==> config.mk <==
export PLATFORM = sky130hd
export DESIGN_NAME = avi_status_regs
export DESIGN_NICKNAME = d
export VERILOG_FILES = /design/src/shared/avi_pkg.sv /design/src/rtl/avi_flag_tracker.sv /design/src/rtl/avi_status_regs.sv
export VERILOG_INCLUDE_DIRS = /design/src /design/src/shared
export SDC_FILE = /design/constraint.sdc
export NUM_CORES = 1
export LEC_CHECK = 0
export ABC_CLOCK_PERIOD_IN_PS = 2300
export BUFFER_PORTS_ARGS = -buffer_cell sky130_fd_sc_hd__buf_2
export CORE_MARGIN = 3
export CORE_UTILIZATION = 45
export CTS_CLUSTER_SIZE = 25
export DETAILED_ROUTE_END_ITERATION = 8
export PLACE_DENSITY = 0.82
export SLEW_MARGIN = 20
export SYNTH_ARGS = -nofsm -noshare
export SYNTH_HDL_FRONTEND = slang
export SYNTH_SLANG_ARGS = --single-unit
==> constraint.sdc <==
create_clock -name pclk -period 2.3 [get_ports pclk]
set_input_delay 0.115 -clock pclk [delete_from_list [all_inputs] [get_ports pclk]]
set_output_delay 0.115 -clock pclk [all_outputs]
set_load 0.05 [all_outputs]
==> src/shared/avi_cfg.svh <==
// register indices, field positions and constants for the packet status bank
`ifndef AVI_CFG_SVH
`define AVI_CFG_SVH

`define AVI_ADDR_W 12
`define AVI_IDX_W 10
`define AVI_FLAG_W 7

// register indices, byte address is four times the index
`define AVI_IDX_SCALING 10'h083
`define AVI_IDX_VFC 10'h084
`define AVI_IDX_PREP 10'h085
`define AVI_IDX_TOP_LO 10'h086
`define AVI_IDX_FLAGS_A 10'h087
`define AVI_IDX_TOP_HI 10'h088
`define AVI_IDX_BOT_LO 10'h089
`define AVI_IDX_BOT_HI 10'h08A
`define AVI_IDX_LEFT_LO 10'h08B
`define AVI_IDX_LEFT_HI 10'h08C
`define AVI_IDX_RIGHT_LO 10'h08D
`define AVI_IDX_RIGHT_HI 10'h08E
`define AVI_IDX_FLAGS_B 10'h08F
`define AVI_IDX_SHAPE 10'h0C0
`define AVI_IDX_ISTAT 10'h0C1
`define AVI_IDX_MASK 10'h0C2

// flag bit positions
`define AVI_FLAG_AVI 0
`define AVI_FLAG_AUDIO 1
`define AVI_FLAG_SPD 2
`define AVI_FLAG_MPEG 3
`define AVI_FLAG_ACP 4
`define AVI_FLAG_TRK1 5
`define AVI_FLAG_TRK2 6

// framing shape codes
`define AVI_AR_SAME 4'h8
`define AVI_AR_4_3 4'h9
`define AVI_AR_16_9 4'hA
`define AVI_AR_14_9 4'hB

// scaling codes
`define AVI_SCALE_NONE 2'h0
`define AVI_SCALE_HORIZ 2'h1
`define AVI_SCALE_VERT 2'h2
`define AVI_SCALE_BOTH 2'h3

// pixel repetition, highest valid code
`define AVI_PREP_MAX 4'h9

// reset and empty values
`define AVI_FLAGS_NONE 7'h00
`define AVI_RST_4 4'h0
`define AVI_RST_2 2'h0
`define AVI_RST_7 7'h00
`define AVI_RST_16 16'h0000
`define AVI_RST_32 32'h0000_0000

`endif

==> src/shared/avi_pkg.sv <==
// types of the packet status bank
`default_nettype none
package avi_pkg;

    typedef struct packed {
        logic [6:0] bits;
    } avi_flag_t;

    typedef struct packed {
        logic [3:0] shape;
        logic [1:0] scaling;
        logic [6:0] vfc;
        logic [3:0] prep;
        logic [15:0] top;
        logic [15:0] bottom;
        logic [15:0] left;
        logic [15:0] right;
        logic [6:0] mask;
        logic pready;
        logic pslverr;
        logic [31:0] prdata;
        logic irq;
    } avi_regs_t;

endpackage
`default_nettype wire

==> src/rtl/avi_flag_tracker.sv <==
// sticky flag set: event pulses set bits, a clear empties it, set wins
`default_nettype none
`include "avi_cfg.svh"
module avi_flag_tracker
    import avi_pkg::*;
(
    // clock and reset
    input wire logic pclk,
    input wire logic presetn,
    // control
    input wire logic [6:0] set_bits,
    input wire logic clear,
    // state
    output logic [6:0] flags
);

    avi_flag_t s;
    avi_flag_t next_s;

    always_comb begin
        next_s = s;
        if (clear) begin
            next_s.bits = `AVI_FLAGS_NONE;
        end
        // an event in the clearing cycle survives
        next_s.bits = next_s.bits | set_bits;
    end

    always_ff @(posedge pclk or negedge presetn) begin
        if (!presetn) begin
            s.bits <= `AVI_FLAGS_NONE;
        end else begin
            s <= next_s;
        end
    end

    assign flags = s.bits;

endmodule
`default_nettype wire

==> src/rtl/avi_status_regs.sv <==
// status register bank for decoded video info packets, APB slave
//
// What this block does
// - the 4-bit framing shape code is kept as received, 8 same as picture, 9 4:3, A 16:9, B 14:9 centred.
// - the 2-bit scaling code reads in the low bits of the register at index 0x83.
// - the 7-bit video format code reads in the low seven bits of the register at index 0x84.
// - the 4-bit pixel repetition value N reads at index 0x85, codes 0 to 9 valid and A to F reserved.
// - the top bar end line is 16 bits, low byte at index 0x86 and high byte at 0x88, zero means no bar.
// - the lower bar start line is 16 bits, low byte at index 0x89 and high byte at 0x8A.
// - the left bar last pixel is 16 bits, low byte at index 0x8B and high byte at 0x8C.
// - the right bar first pixel is 16 bits, low byte at index 0x8D and high byte at 0x8E.
// - a changed-packet flag sets when the content of its packet type changes and all read zero otherwise.
// - a read of either flag register clears every flag in both copies; a flag whose event arrives in the reading cycle stays set.
// - both flag registers, at 0x87 and 0x8F, return the same flag contents.
// - the flag field is seven bits, one for each of the seven packet types.
//
// Added by the designer: the APB register port.
`default_nettype none
`include "avi_cfg.svh"
module avi_status_regs
    import avi_pkg::*;
(
    // clock and reset
    input wire logic pclk,
    input wire logic presetn,
    // apb slave
    input wire logic psel,
    input wire logic penable,
    input wire logic pwrite,
    input wire logic [11:0] paddr,
    input wire logic [31:0] pwdata,
    output logic [31:0] prdata,
    output logic pready,
    output logic pslverr,
    // decoded video info packet
    input wire logic avi_valid,
    input wire logic [3:0] avi_shape,
    input wire logic [1:0] avi_scaling,
    input wire logic [6:0] avi_vfc,
    input wire logic [3:0] avi_prep,
    input wire logic [15:0] avi_top,
    input wire logic [15:0] avi_bottom,
    input wire logic [15:0] avi_left,
    input wire logic [15:0] avi_right,
    // change pulses of the other packet types, flag bits 6 to 1
    input wire logic [6:1] other_changed,
    // interrupt
    output logic irq
);

    avi_regs_t s;
    avi_regs_t next_s;
    logic [6:0] flags;
    logic [6:0] istat;
    logic [6:0] events;
    logic [9:0] idx;
    logic acc;
    logic rd_acc;
    logic wr_acc;
    logic avi_change;
    logic flags_rd;
    logic istat_rd;

    // register read mux, bit 32 flags an unmapped address
    function automatic logic [32:0] rd_word(
        input logic [9:0] i,
        input logic [1:0] lo,
        input avi_regs_t r,
        input logic [6:0] f,
        input logic [6:0] st
    );
        logic [32:0] w;
        w = {1'b0, `AVI_RST_32};
        if (lo != 2'h0) begin
            w[32] = 1'b1;
        end else if (i == `AVI_IDX_SCALING) begin
            w[1:0] = r.scaling;
        end else if (i == `AVI_IDX_VFC) begin
            w[6:0] = r.vfc;
        end else if (i == `AVI_IDX_PREP) begin
            w[3:0] = r.prep;
        end else if (i == `AVI_IDX_TOP_LO) begin
            w[7:0] = r.top[7:0];
        end else if (i == `AVI_IDX_TOP_HI) begin
            w[7:0] = r.top[15:8];
        end else if (i == `AVI_IDX_BOT_LO) begin
            w[7:0] = r.bottom[7:0];
        end else if (i == `AVI_IDX_BOT_HI) begin
            w[7:0] = r.bottom[15:8];
        end else if (i == `AVI_IDX_LEFT_LO) begin
            w[7:0] = r.left[7:0];
        end else if (i == `AVI_IDX_LEFT_HI) begin
            w[7:0] = r.left[15:8];
        end else if (i == `AVI_IDX_RIGHT_LO) begin
            w[7:0] = r.right[7:0];
        end else if (i == `AVI_IDX_RIGHT_HI) begin
            w[7:0] = r.right[15:8];
        end else if (i == `AVI_IDX_FLAGS_A || i == `AVI_IDX_FLAGS_B) begin
            w[6:0] = f;
        end else if (i == `AVI_IDX_SHAPE) begin
            w[3:0] = r.shape;
        end else if (i == `AVI_IDX_ISTAT) begin
            w[6:0] = st;
        end else if (i == `AVI_IDX_MASK) begin
            w[6:0] = r.mask;
        end else begin
            w[32] = 1'b1;
        end
        return w;
    endfunction

    assign idx = paddr[11:2];
    // one wait state: the answer is prepared in the first access cycle
    assign acc = psel && penable && !s.pready;
    assign rd_acc = acc && !pwrite;
    assign wr_acc = acc && pwrite;

    // video info content differs from what is held
    assign avi_change = avi_valid && ({avi_shape, avi_scaling, avi_vfc, avi_prep,
        avi_top, avi_bottom, avi_left, avi_right} != {s.shape, s.scaling, s.vfc,
        s.prep, s.top, s.bottom, s.left, s.right});
    assign events = {other_changed, avi_change};

    // the read returns the old flags while the same edge clears them
    assign flags_rd = rd_acc && paddr[1:0] == 2'h0 &&
        (idx == `AVI_IDX_FLAGS_A || idx == `AVI_IDX_FLAGS_B);
    assign istat_rd = rd_acc && paddr[1:0] == 2'h0 && idx == `AVI_IDX_ISTAT;

    avi_flag_tracker u_flags (
        .pclk(pclk),
        .presetn(presetn),
        .set_bits(events),
        .clear(flags_rd),
        .flags(flags)
    );

    avi_flag_tracker u_istat (
        .pclk(pclk),
        .presetn(presetn),
        .set_bits(events),
        .clear(istat_rd),
        .flags(istat)
    );

    always_comb begin
        logic [32:0] w;
        w = rd_word(idx, paddr[1:0], s, flags, istat);
        next_s = s;
        next_s.pready = acc;
        next_s.pslverr = acc && w[32];
        if (rd_acc) begin
            next_s.prdata = w[31:0];
        end
        // only the mask takes writes, read-only registers ignore them
        if (wr_acc && !w[32] && idx == `AVI_IDX_MASK) begin
            next_s.mask = pwdata[6:0];
        end
        if (avi_valid) begin
            next_s.shape = avi_shape;
            next_s.scaling = avi_scaling;
            next_s.vfc = avi_vfc;
            next_s.prep = avi_prep;
            next_s.top = avi_top;
            next_s.bottom = avi_bottom;
            next_s.left = avi_left;
            next_s.right = avi_right;
        end
        next_s.irq = |(istat & s.mask);
    end

    always_ff @(posedge pclk or negedge presetn) begin
        if (!presetn) begin
            s.shape <= `AVI_RST_4;
            s.scaling <= `AVI_RST_2;
            s.vfc <= `AVI_RST_7;
            s.prep <= `AVI_RST_4;
            s.top <= `AVI_RST_16;
            s.bottom <= `AVI_RST_16;
            s.left <= `AVI_RST_16;
            s.right <= `AVI_RST_16;
            s.mask <= `AVI_FLAGS_NONE;
            s.pready <= 1'b0;
            s.pslverr <= 1'b0;
            s.prdata <= `AVI_RST_32;
            s.irq <= 1'b0;
        end else begin
            s <= next_s;
        end
    end

    assign prdata = s.prdata;
    assign pready = s.pready;
    assign pslverr = s.pslverr;
    assign irq = s.irq;
endmodule
`default_nettype wire

-- After elaboration in Yosys (flattened, before gate mapping)
Index checks and enable logic that the tools add are counted.
- add/subtract/negate cells: 0
- $mul: 0
- divide/modulo/power cells: 0
- magnitude comparators: 0
- equality and inequality tests: 17
- shift operators: 0
- multiplexer cells: 53
- bitwise gates (word level): 3
- reduce and logical (&&, ||, !) cells: 18
- operator list (operator ; count):
    10-bit by 8-bit == test with 1-bit output, second input constant ; 16
    7-bit two-way mux ; 21
    81-bit != test ; 1
    8-bit two-way mux ; 8
    1-bit two-way mux ; 18
    7-bit bitwise OR ; 2
    4-bit two-way mux ; 3
    1-bit logical AND ; 11
    7-bit AND ; 1
    7-bit OR reduction ; 1
    6-bit two-way mux ; 1
    1-bit zero test ; 3
    3-bit two-way mux ; 1
    2-bit zero test ; 1
    2-bit two-way mux ; 1
    2-bit nonzero test ; 1
    1-bit logical OR ; 1
- flip-flop bits (word level): 113
- bits in latches: 0
- RAM bits: 0
- bits in read-only memories: 0
- word-level logic and storage cells: 106
- memories: 0

-- Logic depth before layout (Yosys ltp)
Gate-level depths: netlist (run 1).
- depth after elaboration: 31
- mapped depth: 9

-- Hierarchy
Synthesis (run 1) repeated with hierarchy kept, for this count alone.
- cells, all modules: 651
- area, all modules: 6760.2 µm²
- modules (own cells, without submodules) (module ; instances ; cells each ; area an instance (µm²) ; seq. area each (µm²)):
    avi_status_regs ; 1 ; 621 ; 6297.3 ; 2477.4
    avi_flag_tracker ; 2 ; 15 ; 231.5 ; 175.2

-- Worst setup path after synthesis (run 1)
OpenSTA, ideal clock, no wires.
- path type: flip-flop to flip-flop
- start: register pready (netlist name)
- end: register prdata[2] (netlist name)
- setup time: 0.126 ns
- arrival: 1.793 ns
- setup slack: 0.381 ns
- stages on the path, launching flop included: 8
- period minus slack after synthesis: 1.919 ns
- cells stage by stage: dfrtp_1 nand4bb_1 clkbuf_1 nor3_2 o21a_1 o21a_1 a21boi_1 a221o_1
- word-level cells in the longest chain between the ends: 3
- ends and longest elaborated chain (what ; line ; RTL):
    1-bit zero test ; avi_status_regs.sv:114 ; assign acc = psel && penable && !s.pready;
    1-bit logical AND ; avi_status_regs.sv:114 ;
    1-bit logical AND ; avi_status_regs.sv:115 ; assign rd_acc = acc && !pwrite;
No other way between the ends.
A chain may end at the register's enable or synchronous reset.

==> results of run 1 <==
[power breakdown]
part	switching [W]	total (W)	internal, W
clock network	0.000909	0.00253	0.00162
logic	0.000588	0.00114	0.000556
registers	0.000167	0.00231	0.00214
total	0.00166	0.00598	0.00432
[area by class of cell]
type	instances	area (um^2)
flip-flops and latches	113	2830
repair buffers	249	1850
clock inverters	7	85.1
fillers	1115	5170
multi-input cells	456	3530
inverters	12	45.0
well taps	180	225
clock buffers	23	468
[layer usage]
metal	track usage [%]	vias up	part of all wire [%]
met2	44.7	299	49
met4	9.61	0	2.8
li1	-	2686	-
met5	0	-	0
met1	34.5	2908	41
met3	6.08	53	7.7
[Yosys cell counts, types with 3 or more instances]
| master | number | area (um^2) |
|---|---|---|
| mux2_2 | 85 | 957 |
| xnor2_1 | 66 | 578 |
| mux2i_1 | 8 | 80.1 |
| buf_4 | 32 | 240 |
| o31ai_1 | 4 | 30.0 |
| a21o_1 | 12 | 90.1 |
| a22o_1 | 3 | 26.3 |
| a31oi_1 | 8 | 50.1 |
| inv_1 | 12 | 45.0 |
| nand2b_1 | 9 | 56.3 |
| o2bb2ai_1 | 3 | 26.3 |
| nand3b_1 | 3 | 22.5 |
| nand2_1 | 32 | 120 |
| o21a_1 | 3 | 22.5 |
| a22oi_1 | 14 | 105 |
| nand4_1 | 18 | 113 |
| dfrtp_1 | 113 | 2830 |
| o32ai_1 | 4 | 35.0 |
| o22ai_1 | 8 | 50.1 |
| a32oi_1 | 5 | 43.8 |
| nor4_1 | 7 | 43.8 |
| nand3_1 | 10 | 50.1 |
| a21oi_1 | 17 | 85.1 |
| buf_1 | 4 | 15.0 |
| clkbuf_1 | 15 | 56.3 |
| nor2_1 | 9 | 33.8 |
| a211o_1 | 3 | 26.3 |
| o32a_1 | 3 | 30.0 |
| buf_2 | 11 | 55.1 |
| o21ai_0 | 24 | 120 |
| xor2_1 | 16 | 140 |
| nor2b_1 | 14 | 87.6 |
[layout by cell type (no fill, tap or decap), drive strengths merged, types with 5 or more instances in the layout]
cell type / netlist / routed
inv: 12 / 12
nand2: 32 / 32
nand2b: 9 / 9
nor2b: 14 / 14
o21ai: 24 / 24
clkbuf: 15 / 23
nand3: 11 / 11
xnor2: 66 / 66
dlygate4sd3: 0 / 97
a31oi: 8 / 8
xor2: 16 / 16
a21oi: 17 / 17
dfrtp: 113 / 113
mux2i: 8 / 8
o22ai: 8 / 8
a21o: 12 / 12
clkinv: 0 / 5
nor2: 9 / 9
a22oi: 14 / 14
nand4: 18 / 18
mux2: 85 / 85
conb: 1 / 24
nor4: 9 / 9
a32oi: 5 / 5
buf: 48 / 152
[cells by family after synthesis]
| family | share of synthesized area, % |
|---|---|
| buf+inv | 6.32 |
| other cells | 0.0560 |
| flops | 42.3 |
| xor+xnor | 10.7 |
| simple gates | 10.7 |
| compound gates | 14.2 |
| mux | 15.8 |
[metrics by stage]
step                      cell area [um^2]  std cells  setup WS (ns)  util, %  power [W]
after floorplan                       6780        644          0.381        -    0.00294
after global placement                7500        913          0.227     52.8    0.00329
after detailed placement              7500        913          0.244     52.8    0.00332
after CTS                             9030       1040          0.183     63.6    0.00597
after global routing                  9030       1040         0.0250     63.6    0.00619
final                                 9030       1040         0.0898     63.6    0.00598
[registers in the layout, indices dropped and copies added (netlist names)]
signal	flops
irq	1
u_flags.flags	7
prdata	8
pready	1
u_istat.flags	7
pslverr	1
s	88
[worst reg2reg max path, delay by kind of cell, from the launching register on]
family	cells	cell delay (ns)
AND/OR/NAND/NOR	4	0.83
buffers and inverters	1	0.18
flip-flops	1	0.42
AO/OA/AOI/OAI	1	0.40
XOR/XNOR	1	0.26
[worst paths after layout]
| path | to | slack [ns] | cells after the start |
|---|---|---|---|
| max | u_flags.flags[0] | 0.09 | 7 |
| min | pslverr | 0.03 | 3 |
| max reg2reg | u_flags.flags[0] | 0.09 | 7 |
| min reg2reg | u_flags.flags[6] | 0.48 | 1 |
| max in group asynchronous | u_istat.flags[2] | 1.26 | 3 |
| min in group asynchronous | s[87] | 0.28 | 2 |
==> impl_metrics.prom, run 1 <==
# TYPE chip_impl_metric gauge
chip_impl_metric{name="wirelength",unit="mm"} 21.5
chip_impl_metric{name="synth-edff-count",unit=""} 0
chip_impl_metric{name="drt-pass1-iter-count",unit=""} 6
chip_impl_metric{name="ys_async_sr_fraction",unit="%"} 100
chip_impl_metric{name="fin_crit",unit="ns"} 2.21
chip_impl_metric{name="max-vdd-ir-drop",unit="mV"} 0.522
chip_impl_info{name="worst_setup_path_end_kind",value="flip-flop"} 1
chip_impl_metric{name="timing.final.hold_violations",unit=""} 0
chip_impl_metric{name="yosysWarnings",unit=""} 0
chip_impl_metric{name="timing.critical_path.slowest_cell_delay",unit="ns"} 0.43
chip_impl_info{name="startpoint_type",value="flip-flop"} 1
chip_impl_metric{name="die_w",unit="um"} 128
chip_impl_metric{name="syn_avg_cell_area",unit="um^2"} 10.8
chip_impl_metric{name="first_pass_grt_wire_length",unit="mm"} 33.5
chip_impl_metric{name="globalplace.congestion",unit=""} 0.951
chip_impl_metric{name="cp_data_required_time",unit="ns"} 2.61
chip_impl_metric{name="cts_max_path_buffers",unit=""} 2
chip_impl_metric{name="critical_path.n_buffers_inverters",unit=""} 1
chip_impl_metric{name="slew-limit-headroom",unit="%"} 52.1
chip_impl_metric{name="max_slew_violation_count",unit=""} 0
chip_impl_metric{name="ys_ff_latch",unit=""} 113
chip_impl_metric{name="effective_utilization_at_floorplan",unit="%"} 47.1
chip_impl_metric{name="synthCells",unit=""} 621
chip_impl_metric{name="remaining_drc_errors",unit=""} 0
chip_impl_metric{name="finalSetupViolCount",unit=""} 0
chip_impl_metric{name="clk_pin_slew_worst_paths",unit="ns"} 0.05
chip_impl_metric{name="die-area",unit="mm^2"} 0.0164
chip_impl_metric{name="top_level_ports",unit=""} 172
chip_impl_metric{name="first_global_vias",unit=""} 6063
chip_impl_metric{name="nets",unit=""} 986
chip_impl_info{name="path_class",value="reg2reg"} 1
chip_impl_metric{name="area_delta_synth_final",unit="%"} 34.9
chip_impl_metric{name="layout_worst_path_cycle_share",unit="%"} 96.1
chip_impl_info{name="holdCritStartpoint",value="paddr[0]"} 1
chip_impl_info{name="postSynth.topFlopCell",value="dfrtp_1"} 1
chip_impl_metric{name="cts_post_setup_buffers_inserted",unit=""} 0
chip_impl_metric{name="tightestPinTransition",unit="ns"} 0.713
chip_impl_metric{name="yosysSeqAreaShare",unit="%"} 42.3
chip_impl_metric{name="io_buffer_count",unit=""} 122
chip_impl_metric{name="power.leakage",unit="nW"} 3.81
chip_impl_metric{name="fp-row-count",unit=""} 43
chip_impl_metric{name="grt_usage",unit="%"} 26.9
chip_impl_metric{name="power.density",unit="mW/mm^2"} 663
chip_impl_metric{name="timing.critical_path.arrival",unit="ns"} 2.52
chip_impl_info{name="path_cells",value="xnor2_1 -> nand4_1 -> nor4_1 -> nand4_1 -> o41ai_1 -> buf_4 -> nand2_1"} 1
chip_impl_metric{name="ctsHoldBuffers",unit=""} 97
chip_impl_metric{name="grt-ovfl-total",unit=""} 0
chip_impl_info{name="r2r-start",value="s[107]"} 1
chip_impl_info{name="worst_hold_path_type",value="in2reg"} 1
chip_impl_metric{name="vias_per_cell",unit=""} 5.72
chip_impl_metric{name="post_drt_wl_per_cell",unit="um"} 20.7
chip_impl_metric{name="drive_gt1_share",unit="%"} 32.1
chip_impl_metric{name="detailedRoute.firstIterationViolations",unit=""} 557
chip_impl_info{name="tritoncts",value="yes"} 1
chip_impl_info{name="crit_path_top_delay_cell",value="nor4_1"} 1
chip_impl_metric{name="fmax",unit="MHz"} 452
chip_impl_info{name="worst_path_dominant_cell_family",value="simple AND/OR/NAND/NOR gates"} 1
chip_impl_metric{name="worst_skew_pair.late_latency",unit="ns"} 0.43
chip_impl_metric{name="dr_total_vias",unit=""} 5946
chip_impl_metric{name="die_height",unit="um"} 128
chip_impl_info{name="critPathLaunch",value="s[107]"} 1
chip_impl_info{name="setup_repair_after_global_routing_missed_its_margin",value="no"} 1
chip_impl_metric{name="fin_hold_ws",unit="ns"} 0.0257
chip_impl_metric{name="cts_num_sinks",unit=""} 113
chip_impl_metric{name="netlist_area",unit="mm^2"} 0.00669
chip_impl_metric{name="crit_fanout",unit=""} 3
chip_impl_metric{name="final.setup.tns",unit="ns"} 0
chip_impl_metric{name="post_synth_num_cell_types",unit=""} 68
chip_impl_info{name="root_buffer",value="clkbuf_16"} 1
chip_impl_info{name="cpMostUsedCell",value="nand4_1"} 1
chip_impl_metric{name="postCtsResizedCells",unit=""} 0
chip_impl_metric{name="drv_cap",unit=""} 0
chip_impl_metric{name="num_cts_buffers",unit=""} 17
chip_impl_metric{name="h-tree-depth",unit=""} 4
chip_impl_metric{name="postRouteAntennaNets",unit=""} 0
chip_impl_metric{name="floorplan.core_area",unit="mm^2"} 0.0142
chip_impl_metric{name="fin_worst_skew",unit="ns"} 0.00965
chip_impl_info{name="run_status",value="completed"} 1
chip_impl_metric{name="dpl.hpwl",unit="mm"} 15.0
chip_impl_metric{name="antenna_cells_inserted",unit=""} 0
chip_impl_metric{name="number_of_antenna_violations_at_the_first_check_in_global_routing",unit=""} 0
chip_impl_metric{name="grt_start_max_net_pins",unit=""} 54
Note: power is estimated with default switching activity, not from simulation.
==> inputs of run 2 (changes only) <==
--- a/config.mk
+++ b/config.mk
@@ -6,13 +6,14 @@
 export SDC_FILE = /design/constraint.sdc
 export NUM_CORES = 1
 export LEC_CHECK = 0
+export ABC_AREA = 1
 export ABC_CLOCK_PERIOD_IN_PS = 2300
 export BUFFER_PORTS_ARGS = -buffer_cell sky130_fd_sc_hd__buf_2
 export CORE_MARGIN = 3
 export CORE_UTILIZATION = 45
 export CTS_CLUSTER_SIZE = 25
 export DETAILED_ROUTE_END_ITERATION = 8
-export PLACE_DENSITY = 0.82
+export PLACE_DENSITY = 0.81
 export SLEW_MARGIN = 20
 export SYNTH_ARGS = -nofsm -noshare
 export SYNTH_HDL_FRONTEND = slang
==> impl_metrics.prom, run 2 <==
# TYPE chip_impl_metric gauge
chip_impl_metric{name="area_delta_synth_final",unit="%"} 34.3
chip_impl_info{name="r2r-end",value="u_flags.flags[0]"} 1
chip_impl_metric{name="cts_post_setup_buffers_inserted",unit=""} 0
chip_impl_info{name="synth_area_leader_cell",value="dfrtp_1"} 1
chip_impl_metric{name="first_pass_grt_wire_length",unit="mm"} 31.6
chip_impl_metric{name="post_layout_nonfiller_instances",unit=""} 1224
chip_impl_metric{name="globalplace.congestion",unit=""} 0.909
chip_impl_metric{name="h-tree-depth",unit=""} 4
chip_impl_metric{name="post_dp_cell_area",unit="mm^2"} 0.00745
chip_impl_metric{name="ys_ff_latch",unit=""} 113
chip_impl_metric{name="nets",unit=""} 1164
chip_impl_metric{name="grt_start_max_net_pins",unit=""} 71
chip_impl_metric{name="die_height",unit="um"} 128
chip_impl_metric{name="vias_per_cell",unit=""} 5.16
chip_impl_metric{name="synthCells",unit=""} 804
chip_impl_metric{name="dr_total_vias",unit=""} 6310
chip_impl_metric{name="slew-limit-headroom",unit="%"} 63.9
chip_impl_metric{name="clk_pin_slew_worst_paths",unit="ns"} 0.05
chip_impl_metric{name="grt_usage",unit="%"} 24.5
chip_impl_metric{name="ys_async_sr_fraction",unit="%"} 100
chip_impl_metric{name="crit_fanout",unit=""} 5
chip_impl_info{name="root_buffer",value="clkbuf_16"} 1
chip_impl_metric{name="power.density",unit="mW/mm^2"} 650
chip_impl_metric{name="timing.final.hold_violations",unit=""} 0
chip_impl_info{name="startpoint_type",value="input pin"} 1
chip_impl_metric{name="fp-row-count",unit=""} 44
chip_impl_metric{name="final.setup.tns",unit="ns"} 0
chip_impl_metric{name="max_slew_violation_count",unit=""} 0
chip_impl_info{name="final_cell_mix",value="nand2_1, buf_2, dfrtp_1"} 1
chip_impl_info{name="run_status",value="completed"} 1
chip_impl_metric{name="max-vdd-ir-drop",unit="mV"} 0.476
chip_impl_info{name="postSynth.topFlopCell",value="dfrtp_1"} 1
chip_impl_metric{name="worst_skew_pair.late_latency",unit="ns"} 0.42
chip_impl_metric{name="synth-edff-count",unit=""} 0
chip_impl_info{name="reg.largest.list",value="s (88), prdata (8)"} 1
chip_impl_metric{name="remaining_drc_errors",unit=""} 0
chip_impl_metric{name="cts_max_path_buffers",unit=""} 2
chip_impl_metric{name="post_synth_num_cell_types",unit=""} 39
chip_impl_metric{name="postLayoutCoreUtil",unit="%"} 62.0
chip_impl_metric{name="dpl.hpwl",unit="mm"} 13.6
chip_impl_metric{name="finalSetupViolCount",unit=""} 0
chip_impl_metric{name="top_level_ports",unit=""} 172
chip_impl_metric{name="cts_num_sinks",unit=""} 113
chip_impl_info{name="layout.cells.most_common",value="nand2_1"} 1
chip_impl_metric{name="power.leakage",unit="nW"} 4.43
chip_impl_metric{name="drt-pass1-iter-count",unit=""} 5
chip_impl_metric{name="cp_data_required_time",unit="ns"} 2.66
chip_impl_metric{name="timing.critical_path.arrival",unit="ns"} 2.52
chip_impl_metric{name="effective_utilization_at_floorplan",unit="%"} 46.1
chip_impl_metric{name="num_cts_buffers",unit=""} 17
chip_impl_metric{name="netlist_area",unit="mm^2"} 0.00673
chip_impl_metric{name="yosysSeqAreaShare",unit="%"} 42.0
chip_impl_metric{name="fmax",unit="MHz"} 464
chip_impl_metric{name="drive_gt1_share",unit="%"} 23.5
chip_impl_info{name="r2r-start",value="s[99]"} 1
chip_impl_info{name="tritoncts",value="yes"} 1
chip_impl_metric{name="number_of_antenna_violations_at_the_first_check_in_global_routing",unit=""} 0
chip_impl_metric{name="antenna_cells_inserted",unit=""} 0
chip_impl_metric{name="r2r.worst_path.cells",unit=""} 7
chip_impl_metric{name="postLayoutCellArea",unit="mm^2"} 0.00904
chip_impl_metric{name="syn_avg_cell_area",unit="um^2"} 8.37
chip_impl_metric{name="post-place-cells",unit=""} 1095
chip_impl_metric{name="postRouteAntennaNets",unit=""} 0
chip_impl_info{name="synthMostInstantiatedCell",value="nand2_1"} 1
chip_impl_info{name="path_class",value="in2reg"} 1
chip_impl_metric{name="drv_cap",unit=""} 0
chip_impl_metric{name="fin_crit",unit="ns"} 2.16
chip_impl_metric{name="yosysWarnings",unit=""} 0
chip_impl_metric{name="floorplan.core_area",unit="mm^2"} 0.0146
chip_impl_info{name="worst_hold_path_type",value="in2async"} 1
chip_impl_info{name="netlist_top_cells_area",value="dfrtp_1, nand2_1, mux2_2"} 1
chip_impl_metric{name="reg2reg_slack",unit="ns"} 0.48
chip_impl_info{name="worst_setup_path_end_kind",value="flip-flop"} 1
chip_impl_metric{name="grt-ovfl-total",unit=""} 0
chip_impl_metric{name="num-fill-cells",unit=""} 1185
chip_impl_info{name="ys_top_cells_by_count",value="nand2_1, dfrtp_1, inv_1"} 1
chip_impl_metric{name="layout_worst_path_cycle_share",unit="%"} 93.7
chip_impl_metric{name="wirelength",unit="mm"} 19.8
chip_impl_metric{name="detailedRoute.firstIterationViolations",unit=""} 660
chip_impl_metric{name="max_reg_flops",unit=""} 88
chip_impl_metric{name="tightestPinTransition",unit="ns"} 0.540
chip_impl_metric{name="post_drt_wl_per_cell",unit="um"} 16.2
chip_impl_metric{name="netlist.area_leader.share",unit="%"} 42.0
chip_impl_metric{name="die_w",unit="um"} 128
chip_impl_metric{name="first_global_vias",unit=""} 6332
chip_impl_metric{name="io_buffer_count",unit=""} 122
chip_impl_metric{name="fin_worst_skew",unit="ns"} 0.00663
chip_impl_info{name="setup_repair_after_global_routing_missed_its_margin",value="no"} 1
chip_impl_metric{name="die-area",unit="mm^2"} 0.0165
chip_impl_info{name="registers.top_by_ff_count",value="s"} 1
[run 2: cell types whose count changed in the layout (fill, tap and decap cells not counted), moves of 12 or more]
cell and change:
mux2_2 -44, a22oi_1 -14, nand2_1 +148, xor2_1 +18, a21o_1 -12, nand3_1 +19, inv_1 +89, buf_4 -20
nor2b_1 -14, nor2_1 +19, xnor2_1 -22, o21ai_0 +44
[run 2: kinds of logic (layout without fill, tap and decap cells)]
kind of cell           Yosys count  after routing  synth area share (%)
multiplexers                    41             41                  6.86
XOR/XNOR                        78             78                  10.1
AO/OA/AOI/OAI                  108            108                  8.55
other                            1             24                0.0557
buffers and inverters          154            367                  10.5
AND/OR/NAND/NOR                309            309                  21.9
flip-flops                     113            113                  42.0
[run 2: metal layers]
metal  vias to the layer above  global-route usage (%)  wire length (um)
met5                         -                       0                 0
met4                         0                    11.2               640
met3                        51                    5.79              1520
met2                       304                    39.4              9310
met1                      2967                    31.5              8320
li1                       2988                       -                 -
[run 2: where the power goes]
group | internal (W) | total [W] | switching [W]
registers | 0.00213 | 0.00226 | 0.000129
clock network | 0.00176 | 0.00272 | 0.000968
logic | 0.000414 | 0.000899 | 0.000485
[run 2: final cells by class]
cell class | instances | area, um^2 | share of cell area (%)
multi-input cells | 560 | 3290 | 36.4
flip-flops and latches | 113 | 2830 | 31.3
repair buffers | 228 | 1680 | 18.6
clock buffers | 23 | 508 | 5.62
inverters | 107 | 404 | 4.47
well taps | 184 | 230 | 2.55
clock inverters | 9 | 103 | 1.13
[run 2: per-stage QoR]
stage                     hold WS [ns]  setup WS [ns]  power (W)
final                           0.0808          0.145    0.00588
after global routing            0.0902         0.0269    0.00609
after CTS                       0.0665         0.0712    0.00587
after detailed placement       -0.0184          0.276    0.00303
after global placement         -0.0210          0.303    0.00300
after floorplan                 -0.181          0.747    0.00276
[run 2: how the worst max path moves through the flow]
stage,from,end,cells past startpoint
final,penable,prdata[7],13
after global routing,penable,prdata[7],13
after CTS,penable,prdata[7],13
after detailed placement,paddr[7],prdata[5],15
after global placement,paddr[7],prdata[5],15
after floorplan,pready,prdata[7],9
[run 2: repair_timing]
| item | CTS | global route |
|---|---|---|
| hold buffers | 97 | 0 |
| resized for setup | 0 | 4 |
| endpoints found under the setup margin | 0 | 5 |
| hold endpoints to repair | 214 | 0 |
[run 2: critical path, cell delays in order]
cell and delay (ns):
dlygate4sd3_1 0.53, buf_2 0.10, nand2_1 0.03, dlygate4sd3_1 0.54, nor2_1 0.15, inv_1 0.09
nor2_2 0.12, nand2_2 0.12, inv_1 0.08, nand2_1 0.14, a211oi_1 0.25, o21ai_1 0.16
nand2_1 0.08
==> inputs of run 3 (changes only) <==
--- a/config.mk
+++ b/config.mk
@@ -11,6 +11,7 @@
 export BUFFER_PORTS_ARGS = -buffer_cell sky130_fd_sc_hd__buf_2
 export CORE_MARGIN = 3
 export CORE_UTILIZATION = 45
+export CTS_BUF_LIST = sky130_fd_sc_hd__clkbuf_4 sky130_fd_sc_hd__clkbuf_8
 export CTS_CLUSTER_SIZE = 25
 export DETAILED_ROUTE_END_ITERATION = 8
 export PLACE_DENSITY = 0.81
==> impl_metrics.prom, run 3 (synthesized netlist as in run 2, its figures left out) <==
# TYPE chip_impl_metric gauge
chip_impl_metric{name="cp_data_required_time",unit="ns"} 2.68
chip_impl_metric{name="worst_skew_pair.late_latency",unit="ns"} 0.45
chip_impl_info{name="final_cell_mix",value="nand2_1, buf_2, dfrtp_1"} 1
chip_impl_info{name="root_buffer",value="clkbuf_8"} 1
chip_impl_metric{name="fmax",unit="MHz"} 463
chip_impl_metric{name="remaining_drc_errors",unit=""} 0
chip_impl_metric{name="vias_per_cell",unit=""} 5.06
chip_impl_metric{name="timing.critical_path.arrival",unit="ns"} 2.54
chip_impl_metric{name="max_slew_violation_count",unit=""} 0
chip_impl_info{name="startpoint_type",value="input pin"} 1
chip_impl_metric{name="fp-row-count",unit=""} 44
chip_impl_info{name="layout.cells.most_common",value="nand2_1"} 1
chip_impl_info{name="reg.largest.list",value="s (88), prdata (8)"} 1
chip_impl_metric{name="h-tree-depth",unit=""} 4
chip_impl_metric{name="postRouteAntennaNets",unit=""} 0
chip_impl_metric{name="nets",unit=""} 1164
chip_impl_metric{name="ff_latch_area",unit="mm^2"} 0.00283
chip_impl_metric{name="post_dp_cell_area",unit="mm^2"} 0.00745
chip_impl_info{name="path_class",value="in2reg"} 1
chip_impl_metric{name="die_w",unit="um"} 128
chip_impl_metric{name="r2r.worst_path.cells",unit=""} 7
chip_impl_metric{name="antenna_cells_inserted",unit=""} 0
chip_impl_metric{name="grt-ovfl-total",unit=""} 0
chip_impl_metric{name="dpl.hpwl",unit="mm"} 13.6
chip_impl_metric{name="fin_worst_skew",unit="ns"} 0.00969
chip_impl_info{name="setup_repair_after_global_routing_missed_its_margin",value="no"} 1
chip_impl_info{name="run_status",value="completed"} 1
chip_impl_info{name="tritoncts",value="yes"} 1
chip_impl_metric{name="clk_pin_slew_worst_paths",unit="ns"} 0.07
chip_impl_metric{name="io_buffer_count",unit=""} 122
chip_impl_info{name="r2r-start",value="s[99]"} 1
chip_impl_metric{name="post_drt_wl_per_cell",unit="um"} 15.6
chip_impl_metric{name="finalSetupViolCount",unit=""} 0
chip_impl_metric{name="slew-limit-headroom",unit="%"} 64.3
chip_impl_metric{name="first_pass_grt_wire_length",unit="mm"} 30.5
chip_impl_metric{name="effective_utilization_at_floorplan",unit="%"} 46.1
chip_impl_metric{name="max_reg_flops",unit=""} 88
chip_impl_metric{name="floorplan.core_area",unit="mm^2"} 0.0146
chip_impl_metric{name="die-area",unit="mm^2"} 0.0165
chip_impl_metric{name="max-vdd-ir-drop",unit="mV"} 0.432
chip_impl_metric{name="num-fill-cells",unit=""} 1225
chip_impl_metric{name="crit_fanout",unit=""} 5
chip_impl_metric{name="cts_post_setup_buffers_inserted",unit=""} 0
chip_impl_metric{name="cts_num_sinks",unit=""} 113
chip_impl_info{name="worst_hold_path_type",value="in2async"} 1
chip_impl_metric{name="num_cts_buffers",unit=""} 17
chip_impl_metric{name="area_delta_synth_final",unit="%"} 31.4
chip_impl_metric{name="fin_crit",unit="ns"} 2.16
chip_impl_info{name="worst_setup_path_end_kind",value="flip-flop"} 1
chip_impl_metric{name="drv_cap",unit=""} 0
chip_impl_metric{name="grt_start_max_net_pins",unit=""} 71
chip_impl_metric{name="drive_gt1_share",unit="%"} 23.3
chip_impl_metric{name="wirelength",unit="mm"} 19.1
chip_impl_metric{name="cts_max_path_buffers",unit=""} 2
chip_impl_metric{name="final.setup.tns",unit="ns"} 0
chip_impl_info{name="r2r-end",value="u_flags.flags[0]"} 1
chip_impl_metric{name="timing.final.hold_violations",unit=""} 0
chip_impl_metric{name="drt-pass1-iter-count",unit=""} 5
chip_impl_metric{name="postLayoutCellArea",unit="mm^2"} 0.00885
chip_impl_metric{name="first_global_vias",unit=""} 6182
chip_impl_metric{name="power.density",unit="mW/mm^2"} 579
chip_impl_metric{name="top_level_ports",unit=""} 172
chip_impl_metric{name="dr_total_vias",unit=""} 6189
chip_impl_metric{name="detailedRoute.firstIterationViolations",unit=""} 624
chip_impl_metric{name="power.leakage",unit="nW"} 4.35
chip_impl_metric{name="tightestPinTransition",unit="ns"} 0.533
chip_impl_metric{name="multi_input_logic_area",unit="mm^2"} 0.00329
chip_impl_metric{name="layout_worst_path_cycle_share",unit="%"} 93.9
chip_impl_metric{name="number_of_antenna_violations_at_the_first_check_in_global_routing",unit=""} 0
chip_impl_metric{name="die_height",unit="um"} 128
chip_impl_metric{name="reg2reg_slack",unit="ns"} 0.53
chip_impl_metric{name="grt_usage",unit="%"} 23.6
chip_impl_metric{name="globalplace.congestion",unit=""} 0.909
chip_impl_info{name="registers.top_by_ff_count",value="s"} 1
[run 3: changes by cell type in the layout (fill, tap and decap cells not counted)]
cell       before  now
nor3_1          1    2
nor3_2          2    1
nor2_1         28   29
nor2_2          7    6
clkbuf_8        6   23
clkbuf_16      17    0
[run 3: where the power goes]
part | leakage (nW) | internal (W) | total (W) | switching [W]
combinational | 2.80 | 0.000413 | 0.000892 | 0.000479
sequential | 1.34 | 0.00213 | 0.00225 | 0.000128
clock | 0.210 | 0.00113 | 0.00198 | 0.000852
total | 4.35 | 0.00367 | 0.00513 | 0.00146
[run 3: how the worst max path moves through the flow]
stage                        to  startpoint  cells past startpoint
2_1_floorplan         prdata[7]      pready                      9
6_report              prdata[7]     penable                     13
5_1_grt        u_flags.flags[1]     penable                     10
3_5_place_dp          prdata[5]    paddr[7]                     15
4_1_cts               prdata[7]     penable                     13
3_3_place_gp          prdata[5]    paddr[7]                     15
[run 3: per-layer routing]
metal | track usage, % | routed length [um] | vias to the layer above
met5 | 0 | 0 | -
met4 | 7.93 | 431 | 0
met3 | 5.71 | 1380 | 41
met2 | 38.9 | 9100 | 269
met1 | 30.6 | 8240 | 2893
li1 | - | - | 2986
[run 3: layout make-up]
type,instances,area share (%)
sequential,113,32.0
clock inverter,9,1.16
clock buffer,23,3.58
tap,184,2.60
timing repair buffer,228,19.0
multi-input combinational,560,37.1
inverter,107,4.57
[run 3: stage by stage]
step | setup WS, ns | util, % | cells | hold WS [ns] | power, W
finish | 0.139 | 60.6 | 1224 | 0.0552 | 0.00513
global route | 0.00975 | 60.6 | 1224 | 0.0568 | 0.00534
CTS | 0.110 | 60.6 | 1224 | 0.0260 | 0.00514
detailed placement | 0.276 | 51.1 | 1095 | -0.0184 | 0.00303
global placement | 0.303 | 51.1 | 1095 | -0.0210 | 0.00300
floorplan | 0.747 | - | 827 | -0.181 | 0.00276
[run 3: what timing repair did]
item	4_1_cts	5_1_grt
endpoints found under the setup margin	0	5
endpoints found under the hold margin	215	0
gates resized for setup	0	2
hold buffers	97	0
[run 3: critical path, stage by stage]
cell and delay (ns):
dlygate4sd3_1 0.53, buf_2 0.10, nand2_1 0.03, dlygate4sd3_1 0.54
nor2_1 0.15, inv_1 0.08, nor2_1 0.15, nand2_2 0.13
inv_1 0.08, nand2_1 0.13, a211oi_1 0.24, o21ai_1 0.16
nand2_1 0.08
